--- config.mk ---
export PLATFORM = sky130hd
export DESIGN_NAME = clock_sync_serial_io
export DESIGN_NICKNAME = d
export VERILOG_FILES = /design/src/hw/ssio_pkg.sv /design/src/hw/ssio_sync.sv /design/src/hw/ssio_rate_gen.sv /design/src/hw/clock_sync_serial_io.sv
export SDC_FILE = /design/constraint.sdc
export NUM_CORES = 1
export LEC_CHECK = 0
export BUFFER_PORTS_ARGS = -buffer_cell sky130_fd_sc_hd__buf_2
export CAP_MARGIN = 0
export CORE_MARGIN = 2
export CORE_UTILIZATION = 50
export CTS_BUF_LIST = sky130_fd_sc_hd__clkbuf_4
export CTS_CLUSTER_SIZE = 24
export DETAILED_ROUTE_END_ITERATION = 8
export PLACE_DENSITY = 0.82
export SETUP_SLACK_MARGIN = 0.3
export SLEW_MARGIN = 10
export SYNTH_ARGS = -nofsm -noshare
export SYNTH_HDL_FRONTEND = slang
export SYNTH_SLANG_ARGS = --single-unit
--- constraint.sdc ---
create_clock -name aclk -period 5.25 [get_ports aclk]
set_clock_uncertainty 0.1 [all_clocks]
set_input_delay 1.05 -clock aclk [delete_from_list [all_inputs] [get_ports aclk]]
set_output_delay 1.05 -clock aclk [all_outputs]
set_load 0.05 [all_outputs]
--- src/hw/ssio_pkg.sv ---
// Constants, register map and carrier types of the serial channel.
// Assumes a 32-bit AXI4-Lite register bus and one system clock.
package ssio_pkg;

  // ------------------------------------------------------------------
  // Register map
  // ------------------------------------------------------------------
  localparam logic [7:0] CTRL_OFF = 8'h00;
  localparam logic [7:0] DIV_OFF = 8'h04;
  localparam logic [7:0] DATA_OFF = 8'h08;
  localparam logic [7:0] PROT_OFF = 8'h0C;
  localparam logic [7:0] STAT_OFF = 8'h10;
  localparam logic [7:0] MASK_OFF = 8'h14;

  // ------------------------------------------------------------------
  // Field positions and reset values
  // ------------------------------------------------------------------
  localparam int PROT_UNLOCK_BIT = 2;
  localparam int STAT_DONE_BIT = 0;
  localparam int STAT_OVERLAP_BIT = 1;
  localparam int STAT_W = 2;
  localparam logic [7:0] CTRL_RESET = 8'h00;
  localparam logic [7:0] DIV_RESET = 8'h00;
  localparam logic [7:0] DATA_RESET = 8'h00;
  localparam logic [1:0] STAT_RESET = 2'h0;
  localparam logic [1:0] MASK_RESET = 2'h0;

  // ------------------------------------------------------------------
  // Counts
  // ------------------------------------------------------------------
  localparam logic [3:0] LAST_BIT_IDX = 4'h7;
  localparam logic [4:0] PRESC_DIV8_LAST = 5'h07;
  localparam logic [4:0] PRESC_DIV32_LAST = 5'h1F;
  localparam logic [1:0] PRESC_DIV1 = 2'h0;
  localparam logic [1:0] PRESC_DIV8 = 2'h1;
  localparam logic [1:0] RESP_OKAY = 2'h0;
  localparam logic [1:0] RESP_SLVERR = 2'h2;

  // ------------------------------------------------------------------
  // Types
  // ------------------------------------------------------------------
  typedef struct packed {
    logic idle_output_level;
    logic clock_source_internal;
    logic lsb_first;
    logic clock_edge_polarity;
    logic pin_function_enable;
    logic output_disable_hiz;
    logic [1:0] clock_prescale_select;
  } ctrl_s;

  typedef struct packed {
    logic sclk_o;
    logic sclk_oe_n;
    logic sout_o;
    logic sout_oe_n;
  } pin_out_s;

  typedef enum logic [2:0] {
    ST_IDLE = 3'b001,
    ST_RUN = 3'b010,
    ST_HOLD = 3'b100
  } xfer_state_e;

endpackage

--- src/hw/ssio_sync.sv ---
// Two-stage synchroniser for levels arriving from pins.
// Assumes the inputs are quasi-static relative to aclk.
module ssio_sync #(
  parameter int W = 1
) (
  // Clock and reset
  input wire logic aclk,
  input wire logic aresetn,
  // Data
  input wire logic [W-1:0] d,
  output logic [W-1:0] q
);

  logic [W-1:0] meta_reg;

  // Only the second stage is visible to other logic
  always_ff @(posedge aclk) begin
    if (!aresetn) begin
      meta_reg <= '0;
      q <= '0;
    end else begin
      meta_reg <= d;
      q <= meta_reg;
    end
  end

endmodule

--- src/hw/ssio_rate_gen.sv ---
// Prescaler and divisor producing one pulse per half transfer clock.
// Assumes run is low between transfers so each transfer starts clean.
module ssio_rate_gen (
  // Clock and reset
  input wire logic aclk,
  input wire logic aresetn,
  // Control
  input wire logic run,
  input wire logic [1:0] prescale,
  input wire logic [7:0] divisor,
  // Half-period pulse
  output logic half_tick
);

  logic [4:0] pre_reg;
  logic [7:0] div_reg;
  logic base_tick;

  // Undivided, divided by 8 or divided by 32; code 3 also gives 32
  assign base_tick = (prescale == ssio_pkg::PRESC_DIV1) ? 1'b1 :
    (prescale == ssio_pkg::PRESC_DIV8) ?
    (pre_reg[2:0] == ssio_pkg::PRESC_DIV8_LAST[2:0]) :
    (pre_reg == ssio_pkg::PRESC_DIV32_LAST);
  assign half_tick = run && base_tick && (div_reg == divisor);

  // n+1 base ticks per half period gives base/(2(n+1))
  always_ff @(posedge aclk) begin
    if (!aresetn || !run) begin
      pre_reg <= 5'h00;
      div_reg <= 8'h00;
    end else begin
      pre_reg <= pre_reg + 5'h01;
      if (base_tick) begin
        div_reg <= (div_reg == divisor) ? 8'h00 : div_reg + 8'h01;
      end
    end
  end

endmodule

--- src/hw/clock_sync_serial_io.sv ---
// 8-bit clock-synchronous serial channel with AXI4-Lite registers.
// Assumes the pins are resolved outside from the output enables.
// Summary of operation
// - Every transfer shifts exactly eight bits out and in.
// - Internal clock is base clock divided by 2(n+1), n from divisor.
// - External source shifts on edges of the serial clock pin.
// - Writing the shift data register starts a transfer.
// - Interrupt on last clock pulse, rising or falling edge by polarity.
// - Option selects LSB-first or MSB-first shifting.
// - With external clock, idle output level is software programmable.
// - Polarity selects which clock edge drives and samples data.
// - Shifting follows clock pulses; internal clock stops after eight.
// - Internal clock: output holds last bit half period, then floats.
// - Internal clock rests high with polarity 0, low with polarity 1.
// - Output-disable bit floats the serial output pin.
// - Pin-function enable gives the pins to data and clock.
// - Between back-to-back bytes the output keeps the last bit with external clock; with internal clock it floats.
//
// Register access over AXI4-Lite and the register addresses were chosen for this implementation.
module clock_sync_serial_io #(
  parameter int ADDR_W = 8
) (
  // Clock and reset
  input wire logic aclk,
  input wire logic aresetn,
  // AXI4-Lite write address
  input wire logic [ADDR_W-1:0] awaddr,
  input wire logic [2:0] awprot,
  input wire logic awvalid,
  output logic awready,
  // AXI4-Lite write data
  input wire logic [31:0] wdata,
  input wire logic [3:0] wstrb,
  input wire logic wvalid,
  output logic wready,
  // AXI4-Lite write response
  output logic [1:0] bresp,
  output logic bvalid,
  input wire logic bready,
  // AXI4-Lite read address
  input wire logic [ADDR_W-1:0] araddr,
  input wire logic [2:0] arprot,
  input wire logic arvalid,
  output logic arready,
  // AXI4-Lite read data
  output logic [31:0] rdata,
  output logic [1:0] rresp,
  output logic rvalid,
  input wire logic rready,
  // Serial pins
  input wire logic serial_clock_pin,
  input wire logic serial_in_pin,
  output ssio_pkg::pin_out_s pins,
  // Interrupt
  output logic irq
);

  // ------------------------------------------------------------------
  // Address decode
  // ------------------------------------------------------------------
  function automatic logic is_mapped(input logic [ADDR_W-1:0] a);
    logic [7:0] o;
    o = a[7:0];
    return (o == ssio_pkg::CTRL_OFF) || (o == ssio_pkg::DIV_OFF) ||
      (o == ssio_pkg::DATA_OFF) || (o == ssio_pkg::PROT_OFF) ||
      (o == ssio_pkg::STAT_OFF) || (o == ssio_pkg::MASK_OFF);
  endfunction

  // ------------------------------------------------------------------
  // Declarations
  // ------------------------------------------------------------------
  logic aw_have_reg;
  logic w_have_reg;
  logic [ADDR_W-1:0] aw_addr_reg;
  logic [31:0] w_data_reg;
  logic [3:0] w_strb_reg;
  logic bvalid_reg;
  logic [1:0] bresp_reg;
  logic rvalid_reg;
  logic [1:0] rresp_reg;
  logic [31:0] rdata_reg;
  ssio_pkg::ctrl_s ctrl_reg;
  logic [7:0] div_reg;
  logic [7:0] shift_reg;
  logic unlock_reg;
  logic [1:0] stat_reg;
  logic [1:0] stat_next;
  logic [1:0] mask_reg;
  ssio_pkg::xfer_state_e state_reg;
  ssio_pkg::xfer_state_e state_next;
  logic [3:0] bit_cnt_reg;
  logic sclk_reg;
  logic sout_reg;
  logic drive_reg;
  logic ext_clk_d_reg;
  logic ext_clk_s;
  logic sin_s;
  logic half_tick;

  // ------------------------------------------------------------------
  // Write channels
  // ------------------------------------------------------------------
  wire wr_go = aw_have_reg && w_have_reg && !bvalid_reg;
  wire wr_en = wr_go && w_strb_reg[0];
  wire [7:0] wr_off = aw_addr_reg[7:0];
  wire [7:0] wr_byte = w_data_reg[7:0];
  wire ssio_pkg::ctrl_s wr_cfg = wr_byte;
  wire wr_ctrl_hit = wr_en && (wr_off == ssio_pkg::CTRL_OFF);
  wire wr_ctrl = wr_ctrl_hit && unlock_reg;
  wire wr_div = wr_en && (wr_off == ssio_pkg::DIV_OFF);
  wire wr_data = wr_en && (wr_off == ssio_pkg::DATA_OFF);
  wire wr_prot = wr_en && (wr_off == ssio_pkg::PROT_OFF);
  wire wr_stat = wr_en && (wr_off == ssio_pkg::STAT_OFF);
  wire wr_mask = wr_en && (wr_off == ssio_pkg::MASK_OFF);

  assign awready = !aw_have_reg && !bvalid_reg;
  assign wready = !w_have_reg && !bvalid_reg;
  assign bvalid = bvalid_reg;
  assign bresp = bresp_reg;

  always_ff @(posedge aclk) begin
    if (!aresetn) begin
      aw_have_reg <= 1'b0;
      w_have_reg <= 1'b0;
      aw_addr_reg <= '0;
      w_data_reg <= 32'h00000000;
      w_strb_reg <= 4'h0;
      bvalid_reg <= 1'b0;
      bresp_reg <= ssio_pkg::RESP_OKAY;
    end else begin
      if (awvalid && awready) begin
        aw_have_reg <= 1'b1;
        aw_addr_reg <= awaddr;
      end
      if (wvalid && wready) begin
        w_have_reg <= 1'b1;
        w_data_reg <= wdata;
        w_strb_reg <= wstrb;
      end
      if (wr_go) begin
        aw_have_reg <= 1'b0;
        w_have_reg <= 1'b0;
        bvalid_reg <= 1'b1;
        bresp_reg <= is_mapped(aw_addr_reg) ? ssio_pkg::RESP_OKAY :
          ssio_pkg::RESP_SLVERR;
      end else if (bvalid_reg && bready) begin
        bvalid_reg <= 1'b0;
      end
    end
  end

  // ------------------------------------------------------------------
  // Read channel
  // ------------------------------------------------------------------
  wire [7:0] rd_off = araddr[7:0];
  wire [7:0] rd_byte =
    (rd_off == ssio_pkg::CTRL_OFF) ? ctrl_reg :
    (rd_off == ssio_pkg::DIV_OFF) ? div_reg :
    (rd_off == ssio_pkg::DATA_OFF) ? shift_reg :
    (rd_off == ssio_pkg::PROT_OFF) ?
      {5'h00, unlock_reg, 2'h0} :
    (rd_off == ssio_pkg::STAT_OFF) ? {6'h00, stat_reg} :
    (rd_off == ssio_pkg::MASK_OFF) ? {6'h00, mask_reg} : 8'h00;

  assign arready = !rvalid_reg;
  assign rvalid = rvalid_reg;
  assign rdata = rdata_reg;
  assign rresp = rresp_reg;

  always_ff @(posedge aclk) begin
    if (!aresetn) begin
      rvalid_reg <= 1'b0;
      rdata_reg <= 32'h00000000;
      rresp_reg <= ssio_pkg::RESP_OKAY;
    end else if (arvalid && arready) begin
      rvalid_reg <= 1'b1;
      rdata_reg <= {24'h000000, rd_byte};
      rresp_reg <= is_mapped(araddr) ? ssio_pkg::RESP_OKAY :
        ssio_pkg::RESP_SLVERR;
    end else if (rready) begin
      rvalid_reg <= 1'b0;
    end
  end

  // ------------------------------------------------------------------
  // Configuration registers
  // ------------------------------------------------------------------
  // Any other write spends the unlock, so only the very next one counts
  always_ff @(posedge aclk) begin
    if (!aresetn) begin
      unlock_reg <= 1'b0;
      ctrl_reg <= ssio_pkg::CTRL_RESET;
      div_reg <= ssio_pkg::DIV_RESET;
      mask_reg <= ssio_pkg::MASK_RESET;
    end else begin
      if (wr_go) begin
        unlock_reg <= wr_prot && wr_byte[ssio_pkg::PROT_UNLOCK_BIT];
      end
      if (wr_ctrl) begin
        ctrl_reg <= wr_byte;
      end
      if (wr_div) begin
        div_reg <= wr_byte;
      end
      if (wr_mask) begin
        mask_reg <= wr_byte[1:0];
      end
    end
  end

  // ------------------------------------------------------------------
  // Pin synchronisers and clock generation
  // ------------------------------------------------------------------
  ssio_sync #(.W(2)) u_sync (
    .aclk(aclk),
    .aresetn(aresetn),
    .d({serial_clock_pin, serial_in_pin}),
    .q({ext_clk_s, sin_s})
  );

  wire internal = ctrl_reg.clock_source_internal;

  ssio_rate_gen u_rate (
    .aclk(aclk),
    .aresetn(aresetn),
    .run(internal && (state_reg != ssio_pkg::ST_IDLE)),
    .prescale(ctrl_reg.clock_prescale_select),
    .divisor(div_reg),
    .half_tick(half_tick)
  );

  // ------------------------------------------------------------------
  // Shift engine
  // ------------------------------------------------------------------
  // Rest level: high for polarity 0, low for polarity 1
  wire clk_rest = !ctrl_reg.clock_edge_polarity;
  wire running = (state_reg == ssio_pkg::ST_RUN);
  wire int_edge = internal && running && half_tick;
  wire ext_edge = !internal && running && (ext_clk_s != ext_clk_d_reg);
  // Leading edge leaves the rest level and drives data out
  wire lead = (int_edge && (sclk_reg == clk_rest)) ||
    (ext_edge && (ext_clk_s != clk_rest));
  // Trailing edge returns to rest and samples data in
  wire trail = (int_edge && (sclk_reg != clk_rest)) ||
    (ext_edge && (ext_clk_s == clk_rest));
  wire done_evt = trail && (bit_cnt_reg == ssio_pkg::LAST_BIT_IDX);
  wire out_bit = ctrl_reg.lsb_first ? shift_reg[0] : shift_reg[7];
  // A write during a transfer has no buffer to go to and is dropped
  wire start = wr_data && !running;
  wire overlap = wr_data && running;
  wire hold_end = (state_reg == ssio_pkg::ST_HOLD) && half_tick;

  always_comb begin
    state_next = state_reg;
    unique case (state_reg)
      ssio_pkg::ST_IDLE: begin
        if (start) begin
          state_next = ssio_pkg::ST_RUN;
        end
      end
      ssio_pkg::ST_RUN: begin
        if (done_evt) begin
          state_next = internal ? ssio_pkg::ST_HOLD :
            ssio_pkg::ST_IDLE;
        end
      end
      ssio_pkg::ST_HOLD: begin
        if (start) begin
          state_next = ssio_pkg::ST_RUN;
        end else if (hold_end) begin
          state_next = ssio_pkg::ST_IDLE;
        end
      end
    endcase
  end

  always_ff @(posedge aclk) begin
    if (!aresetn) begin
      state_reg <= ssio_pkg::ST_IDLE;
      bit_cnt_reg <= 4'h0;
      shift_reg <= ssio_pkg::DATA_RESET;
    end else begin
      state_reg <= state_next;
      if (start) begin
        bit_cnt_reg <= 4'h0;
        shift_reg <= wr_byte;
      end else if (trail) begin
        bit_cnt_reg <= bit_cnt_reg + 4'h1;
        shift_reg <= ctrl_reg.lsb_first ? {sin_s, shift_reg[7:1]} :
          {shift_reg[6:0], sin_s};
      end
    end
  end

  // Serial clock, data output and its drive window
  always_ff @(posedge aclk) begin
    if (!aresetn) begin
      sclk_reg <= 1'b1;
      sout_reg <= 1'b0;
      drive_reg <= 1'b0;
      ext_clk_d_reg <= 1'b0;
    end else begin
      ext_clk_d_reg <= ext_clk_s;
      if (!running) begin
        sclk_reg <= clk_rest;
      end else if (int_edge) begin
        sclk_reg <= !sclk_reg;
      end
      if (lead) begin
        sout_reg <= out_bit;
      end else if (wr_ctrl && !wr_cfg.clock_source_internal && !running) begin
        sout_reg <= wr_cfg.idle_output_level;
      end
      if (start || hold_end) begin
        drive_reg <= 1'b0;
      end else if (lead) begin
        drive_reg <= 1'b1;
      end
    end
  end

  // ------------------------------------------------------------------
  // Pins and interrupt
  // ------------------------------------------------------------------
  wire pin_en = ctrl_reg.pin_function_enable;
  wire sout_drive = pin_en && !ctrl_reg.output_disable_hiz &&
    (!internal || drive_reg);

  assign pins.sclk_o = sclk_reg;
  assign pins.sclk_oe_n = !(pin_en && internal);
  assign pins.sout_o = sout_reg;
  assign pins.sout_oe_n = !sout_drive;

  // Set beats a clear arriving in the same cycle
  assign stat_next = (stat_reg & ~(wr_stat ? wr_byte[1:0] : 2'h0)) |
    {overlap, done_evt};

  always_ff @(posedge aclk) begin
    if (!aresetn) begin
      stat_reg <= ssio_pkg::STAT_RESET;
    end else begin
      stat_reg <= stat_next;
    end
  end

  assign irq = |(stat_reg & mask_reg);

  // ------------------------------------------------------------------
  // Checks
  // ------------------------------------------------------------------
  property p_eight_bits;
    @(posedge aclk) disable iff (!aresetn)
    done_evt |-> bit_cnt_reg == 4'h7 ##1 bit_cnt_reg == 4'h8;
  endproperty
  a_eight_bits: assert property (p_eight_bits)
    else $error("Transfer did not end after eight bits");

  property p_clk_on_tick;
    @(posedge aclk) disable iff (!aresetn)
    (internal && $past(running) && running && $changed(sclk_reg))
      |-> $past(half_tick);
  endproperty
  a_clk_on_tick: assert property (p_clk_on_tick)
    else $error("Internal clock toggled without a divider tick");

  property p_start;
    @(posedge aclk) disable iff (!aresetn)
    (wr_data && state_reg == ssio_pkg::ST_IDLE) |=>
      running && bit_cnt_reg == 4'h0;
  endproperty
  a_start: assert property (p_start)
    else $error("Data write did not start a transfer");

  property p_irq_flag;
    @(posedge aclk) disable iff (!aresetn)
    done_evt |=> stat_reg[ssio_pkg::STAT_DONE_BIT] && !running;
  endproperty
  a_irq_flag: assert property (p_irq_flag)
    else $error("Completion flag not set on last clock edge");

  property p_stop_after_eight;
    @(posedge aclk) disable iff (!aresetn)
    (internal && done_evt) |=> state_reg == ssio_pkg::ST_HOLD
      ##1 sclk_reg == clk_rest;
  endproperty
  a_stop_after_eight: assert property (p_stop_after_eight)
    else $error("Internal clock did not stop after eight pulses");

  property p_rest_level;
    @(posedge aclk) disable iff (!aresetn)
    (state_reg == ssio_pkg::ST_IDLE && $past(state_reg) ==
      ssio_pkg::ST_IDLE && $stable(ctrl_reg)) |-> sclk_reg == clk_rest;
  endproperty
  a_rest_level: assert property (p_rest_level)
    else $error("Internal clock not at its rest level");

  property p_hiz;
    @(posedge aclk) disable iff (!aresetn)
    ctrl_reg.output_disable_hiz |-> pins.sout_oe_n;
  endproperty
  a_hiz: assert property (p_hiz)
    else $error("Serial output driven while disabled");

  property p_hold_cut;
    @(posedge aclk) disable iff (!aresetn)
    (internal && state_reg == ssio_pkg::ST_HOLD && wr_data) |=>
      pins.sout_oe_n;
  endproperty
  a_hold_cut: assert property (p_hold_cut)
    else $error("Output still driven after write in hold time");

endmodule

# After elaboration in Yosys (flattened, before gate mapping)

Cells that the tools add are included.

Register bits after elaboration: 90
Logic and storage cells: 176
Input bits: 67
Output and inout bits: 46

Equal/unequal tests: 28
$add $sub $neg: 3
Reduce and logical (&&, ||, !) cells: 78
Mux-type cells: 30
Bitwise gates (word level): 5

Operators by type and width:

| kind                                                                   | count |
|---|---|
| 8-bit two-way mux                                                      | 7 |
| 1-bit logical AND                                                      | 37 |
| 8-bit by 4-bit equality test with 1-bit output (second input constant) | 4 |
| 8-bit by 5-bit equality test with 1-bit output (second input constant) | 4 |
| 3-bit two-way mux                                                      | 6 |
| 8-bit by 3-bit equality test with 1-bit output (second input constant) | 2 |
| 8-bit logical NOT                                                      | 2 |
| 1-bit logical OR                                                       | 15 |
| 1-bit logical NOT                                                      | 14 |
| 1-bit two-way mux                                                      | 11 |
| 2-bit two-way mux                                                      | 5 |
| 3-bit case mux with 3 select lines                                     | 1 |
| 8-bit by 1-bit adder with 8-bit output (second input constant)         | 1 |
| 8-bit equality test                                                    | 1 |
| 2-bit nonzero test                                                     | 4 |
| 2-bit OR reduction                                                     | 4 |
| 3-bit equality test (second input constant)                            | 2 |
| 5-bit by 1-bit adder with 5-bit output (second input constant)         | 1 |
| 5-bit equality test (second input constant)                            | 1 |
| 4-bit by 1-bit adder with 4-bit output (second input constant)         | 1 |
| 2-bit bitwise AND                                                      | 2 |
| 4-bit by 3-bit equality test with 1-bit output (second input constant) | 1 |
| 2-bit by 1-bit != test with 1-bit output (second input constant)       | 2 |
| 3-bit by 1-bit equality test with 1-bit output (second input constant) | 1 |
| other kinds (12)                                                       | 15 |

# Longest topological paths before layout

Word-level depth: 11
Depth in mapped cells: 10
Depth with buffers taken out: 9

# Modules after synthesis

A second synthesis with hierarchy kept.

Cell total of the unflattened synthesis: 538
Area total of the unflattened synthesis: 4590.7 µm²

Modules (own cells, without submodules):

| module               | times used | cells an instance | area an instance (µm²) | seq. area each (µm²) |
|---|---|---|---|---|
| clock_sync_serial_io | 1          | 456               | 3774.9                 | 1421.4 |
| ssio_rate_gen        | 1          | 74                | 710.7                  | 260.2 |
| ssio_sync            | 1          | 8                 | 105.1                  | 80.1 |

# Worst setup path after synthesis

OpenSTA, ideal clock, no wires.

Path type: reg-to-output
Start point: register bvalid_reg, in the netlist bvalid
End point: output port awready
Stages on the path, launching flop included: 2
Slack: 2826 ps
Buffers on the path: 0
Arrival time: 1274 ps
Data required time: 4100 ps
Cell sequence: dfxtp_1 nor2_1

Word-level cells in the longest chain between the ends: 2

RTL lines:

| what                   | RTL line                    | source |
|---|---|---|
| start, declared        | clock_sync_serial_io.sv:77  | `logic bvalid_reg;` |
| start signal, assigned | clock_sync_serial_io.sv:128 | `bvalid_reg <= 1'b0;` |
| start signal, assigned | clock_sync_serial_io.sv:143 | `bvalid_reg <= 1'b1;` |
| start signal, assigned | clock_sync_serial_io.sv:147 | `bvalid_reg <= 1'b0;` |
| 1-bit logical NOT      | clock_sync_serial_io.sv:116 | `assign awready = !aw_have_reg && !bvalid_reg;` |
| 1-bit logical AND      | clock_sync_serial_io.sv:116 |  |
| end, declared          | clock_sync_serial_io.sv:30  | `output logic awready,` |

Every way passes these cells.

# Worst setup path after layout

Start point: register u_rate.pre_reg[0]
End point: register state_reg[0]

Word-level cells in the longest chain between the ends: 11
Elaborated cells on any way between the ends: 14
Classes of those cells: 4 x eq/ne; 2 x mux; 8 x reduce/logical

RTL lines:

| what                                                              | RTL line                                 | source |
|---|---|---|
| start, declared                                                   | ssio_rate_gen.sv:15                      | `logic [4:0] pre_reg;` |
| start signal, assigned                                            | ssio_rate_gen.sv:32                      | `pre_reg <= pre_reg + 5'h01;` |
| 5-bit equality test / 3-bit equality test (equally long branches) | ssio_rate_gen.sv:23, ssio_rate_gen.sv:22 |  |
| 1-bit two-way mux (*)                                             | ssio_rate_gen.sv:21                      | `(prescale == ssio_pkg::PRESC_DIV8) ?` |
| 1-bit two-way mux (*)                                             | ssio_rate_gen.sv:20                      | `assign base_tick = (prescale == ssio_pkg::PRESC_DIV1) ? 1'b1 :` |
| 1-bit logical AND (*) (2 in a row)                                | ssio_rate_gen.sv:24                      | `assign half_tick = run && base_tick && (div_reg == divisor);` |
| 1-bit logical AND                                                 | clock_sync_serial_io.sv:238              | `wire int_edge = internal && running && half_tick;` |
| 1-bit logical AND                                                 | clock_sync_serial_io.sv:244              | `wire trail = (int_edge && (sclk_reg != clk_rest)) \|\|` |
| 1-bit logical OR                                                  | clock_sync_serial_io.sv:244              |  |
| 1-bit logical AND                                                 | clock_sync_serial_io.sv:246              | `wire done_evt = trail && (bit_cnt_reg == ssio_pkg::LAST_BIT_IDX);` |
| 2-bit by 1-bit != test with 1-bit output (no source line)         | -                                        |  |
| 3-bit AND reduction (no source line) (*)                          | -                                        |  |
| end signal, assigned                                              | clock_sync_serial_io.sv:279              | `state_reg <= ssio_pkg::ST_IDLE;` |
| end signal, assigned                                              | clock_sync_serial_io.sv:283              | `state_reg <= state_next;` |
| end, declared                                                     | clock_sync_serial_io.sv:89               | `ssio_pkg::xfer_state_e state_reg;` |

Every way passes the cells marked *; elsewhere a longest branch is shown, timed or not.
A chain may end at the register's enable or synchronous reset.

==> reports/summary.md <==
Clock-pin slew was measured on the worst setup and hold paths at 0.13 ns. The cell depth of the worst flop-to-flop path came out at 9. For this run, the leading register cell type out of synthesis is sky130_fd_sc_hd__dfxtp_1. For this design, the slowest cell found on the critical path is sky130_fd_sc_hd__a2111oi_2. STA puts the critical path data required time at 5.49 ns. The worst path in the final design needs a cycle of 2.731 ns, including I/O delays and setup. The logs give 55.29% for the final standard cell utilization of the core and 208.0 uV for the maximum ir drop on the vdd rail. The busiest metal layer after global routing is met2. The kind of critical path is reg -> reg. The normalized max-slew margin was 42.27%. Data arrives at the worst endpoint at 2.97 ns. The proportion of register bits with asynchronous set or reset after synthesis works out to 0%. The fmax was 366.2 MHz; the met1 usage was 26.37%. The tools report the max-capacitance violation count as 0. Setup violations remaining at the end of the flow were counted as 0. Broken down by cell family, the worst path's largest delay share belongs to simple AND/OR/NAND/NOR gates. Using the TritonRoute via totals, the vias-per-cell ratio works out to 5.507. The path with the worst hold slack has its endpoint at u_sync.q[1].

The final number of max-transition violations was 0. The Yosys step of the flow raised 0 warnings. The H-tree generated during clock tree synthesis spans 3 levels. The tools report the clock net sink count as 88. The startpoint of the worst-slack reg-to-reg timing path was u_rate.pre_reg[0].

The die covers 0.009319 mm2. The combined buffer and inverter count along the critical path was 1. The flow ran to the end, and the final reports show no timing, DRC or antenna violations. After technology mapping, the gate count stands at 504.

CTS placed an instance of sky130_fd_sc_hd__clkbuf_4 at the clock tree root. After clock tree synthesis, the repair step resized 0 gates. For this design the ratio of total power to cell area is 257.3 mW/mm2.

Summing every instance area after synthesis gives 0.004282 mm2. The post-detailed-route wirelength per cell works out to 14.01 um. The first detailed-routing pass took 6 iterations.

The most numerous cell type found on the critical path is sky130_fd_sc_hd__ha_1. For this run, the register share of the synthesized area comes to 41.15%. At the end of the flow, the number of nets in the layout was 619.

Final hold analysis gives a worst-case slack of 0.3541 ns. TritonCTS built the clock tree. The fraction of post-synthesis cell area in the top cell type by area is 41.15%, and the number of ports placed on the die boundary is 113. Each instance of the synthesized netlist takes up on average 8.495 um2. The core footprint was 0.008258 mm2; the reported leakage power was 0.001924 uW. The biggest area contributor in the post-synthesis netlist is sky130_fd_sc_hd__dfxtp_1.

The peak fanout along the critical path is 16. In the global route stage, met3 resource usage came out at 5.353%. STA classifies the critical path startpoint as a flop. The number of cells on the worst hold path is 1. At the pin with the least slew margin, the transition time is 0.8646 ns. For this run, design rule violations remaining after detail routing come to 0. The DRC violation total after the first TritonRoute iteration was 296. The tools report the total count of hold-check failures in the final report as 0. After Yosys synthesis, full adders, half adders and majority gates account for 1.461% of the synthesized area. The number of antenna diodes in the final layout is 0. The dominant combinational cell family by area after synthesis was simple AND/OR/NAND/NOR gates. The total negative setup slack came out at 0 ns.

For this design, the CTS-stage hold fixing added 0 buffers. The post-detailed-routing wire length was 9204 um. The clock passes through at most 2 buffers. The worst path meets setup with 2.519 ns of slack.

The tools report the worst reg-to-reg setup slack as 2.52 ns. Counting flops with a built-in enable in the synthesized netlist gives 0. The period utilization came out at 52.01%. The category of the worst setup path capture point was a flop. At the later pin of the worst-skew pair, clock insertion delay measures 0.44 ns.

The critical path's largest stage delay was 0.51 ns; the overall routing resource usage was 20.92%. The synthesized design contains 88 register bits. Setup repair after global routing left no endpoint under its margin. The pin count of the biggest net entering global routing came out at 54. Sum of overflow across all layers after global routing: 0.

TritonCTS created 9 clock buffers. After Yosys synthesis, and, or, nand and nor cells account for 24.40% of the synthesized area. Buffers added to address setup during post-CTS repair amount to 0. The synthesized netlist devotes 13.73% of its cell area to compound gates. The portion of netlist area occupied by mux cells works out to 7.335%. The signed area change from the synthesized netlist to the final layout is 6.634%. Via count of the first global-routing pass: 3,336.

After synthesis, the most frequently instantiated cells are sky130_fd_sc_hd__dfxtp_1, sky130_fd_sc_hd__nand2_1, sky130_fd_sc_hd__a21oi_1, sky130_fd_sc_hd__nor2_1. The initial utilization of the core area, before any placement, comes to 51.85%. For the number of antenna violations at the first check in global routing, the log shows 0. The type of the tightest min-delay check was reg -> reg. In this run the remaining antenna-violating nets after routing total 0. The count of different cell masters after synthesis was 59; the cell row count was 33.

The tools report the minimum setup slack after placement as 2.290 ns. The worst hold path begins at u_sync.meta_reg[1]. For the total via count in the routed design, the log shows 3,618. Summing the areas of all xor and xnor instances in the mapped netlist gives 3.682% of the synthesized area. From left edge to right edge, the die measures 96.54 um.

Global routing used 35.53% of the available met2 tracks. Walking the worst path, the cells encountered are ha_1 > and3_1 > ha_1 > inv_1 > a2111oi_2 > nand4_1 > nand3_2 > nand3b_1 > o311ai_0. The vertical extent of the die was 96.54 um; the port buffer count was 53. The final RePlAce weighted congestion came out at 0.8796. In the post-synthesis netlist, the biggest area contributors are sky130_fd_sc_hd__dfxtp_1, sky130_fd_sc_hd__nand2_1, sky130_fd_sc_hd__mux2i_1, sky130_fd_sc_hd__a21oi_1, sky130_fd_sc_hd__buf_4. The post-route netlist has 15.94% of its cells at a drive strength greater than 1. In this run the critical register-to-register path is captured at state_reg[0]. Detailed placement finished with a half-perimeter wire length of 6726 um. The first-pass GRT wire length is 15,120 um.
-- worst max path at each step --
stage	from	to	depth (start not counted)	slack, ns
final	u_rate.pre_reg[0]	state_reg[0]	9	2.52
after global routing	u_rate.pre_reg[0]	state_reg[0]	9	2.19
after CTS	u_rate.pre_reg[0]	state_reg[0]	9	2.52
after detailed placement	aresetn	shift_reg[4]	4	2.29
after global placement	aresetn	shift_reg[1]	4	2.33
after floorplan	bvalid	awready	1	2.83
-- power breakdown --
group / internal, uW / leakage (uW) / switching (uW)
Clock: 107 / 0.0000628 / 225
Sequential: 684 / 0.000714 / 18.8
Combinational: 32.9 / 0.00115 / 107
-- per-layer routing --
metal / up-vias / part of all wire (%)
met3: 20 / 7.3
met1: 1672 / 43
met2: 151 / 48
li1: 1775 / -
met5: - / 0
met4: 0 / 1.8
-- layout make-up --
type / count / area, um2
clock buffer: 11 / 82.58
clock inverter: 5 / 33.78
fill: 749 / 3692
inverter: 7 / 26.28
multi-input combinational: 388 / 2265
sequential: 88 / 1762
tap: 105 / 131.4
timing repair buffer: 53 / 265.3
-- stage by stage --
step                      power, uW  cells  cell area [um2]
after global routing           1228    657             4566
after detailed placement      856.1    641             4449
after CTS                      1181    657             4566
final                          1175    657             4566
after floorplan               837.9    529             4375
after global placement        852.7    641             4449
-- logic make-up after synthesis --
family                   after synthesis
buffers and inverters                 53
flip-flops                            88
adder cells (fa/ha/maj)                5
AND/OR/NAND/NOR                      216
multiplexers                          30
XOR/XNOR                              18
other                                  1
AO/OA/AOI/OAI                         93
-- placed cells by master (no fill, tap or decap), types with 12 or more instances in the layout --
| cell type | instances |
|---|---|
| sky130_fd_sc_hd__and2_1 | 12 |
| sky130_fd_sc_hd__a21oi_1 | 52 |
| sky130_fd_sc_hd__nor2_1 | 52 |
| sky130_fd_sc_hd__xor2_1 | 16 |
| sky130_fd_sc_hd__buf_2 | 53 |
| sky130_fd_sc_hd__conb_1 | 26 |
| sky130_fd_sc_hd__nand3_1 | 14 |
| sky130_fd_sc_hd__mux2i_1 | 28 |
| sky130_fd_sc_hd__dfxtp_1 | 88 |
| sky130_fd_sc_hd__nand2_1 | 88 |
| sky130_fd_sc_hd__o21ai_0 | 12 |
Note: power is estimated with default switching activity, not from simulation.
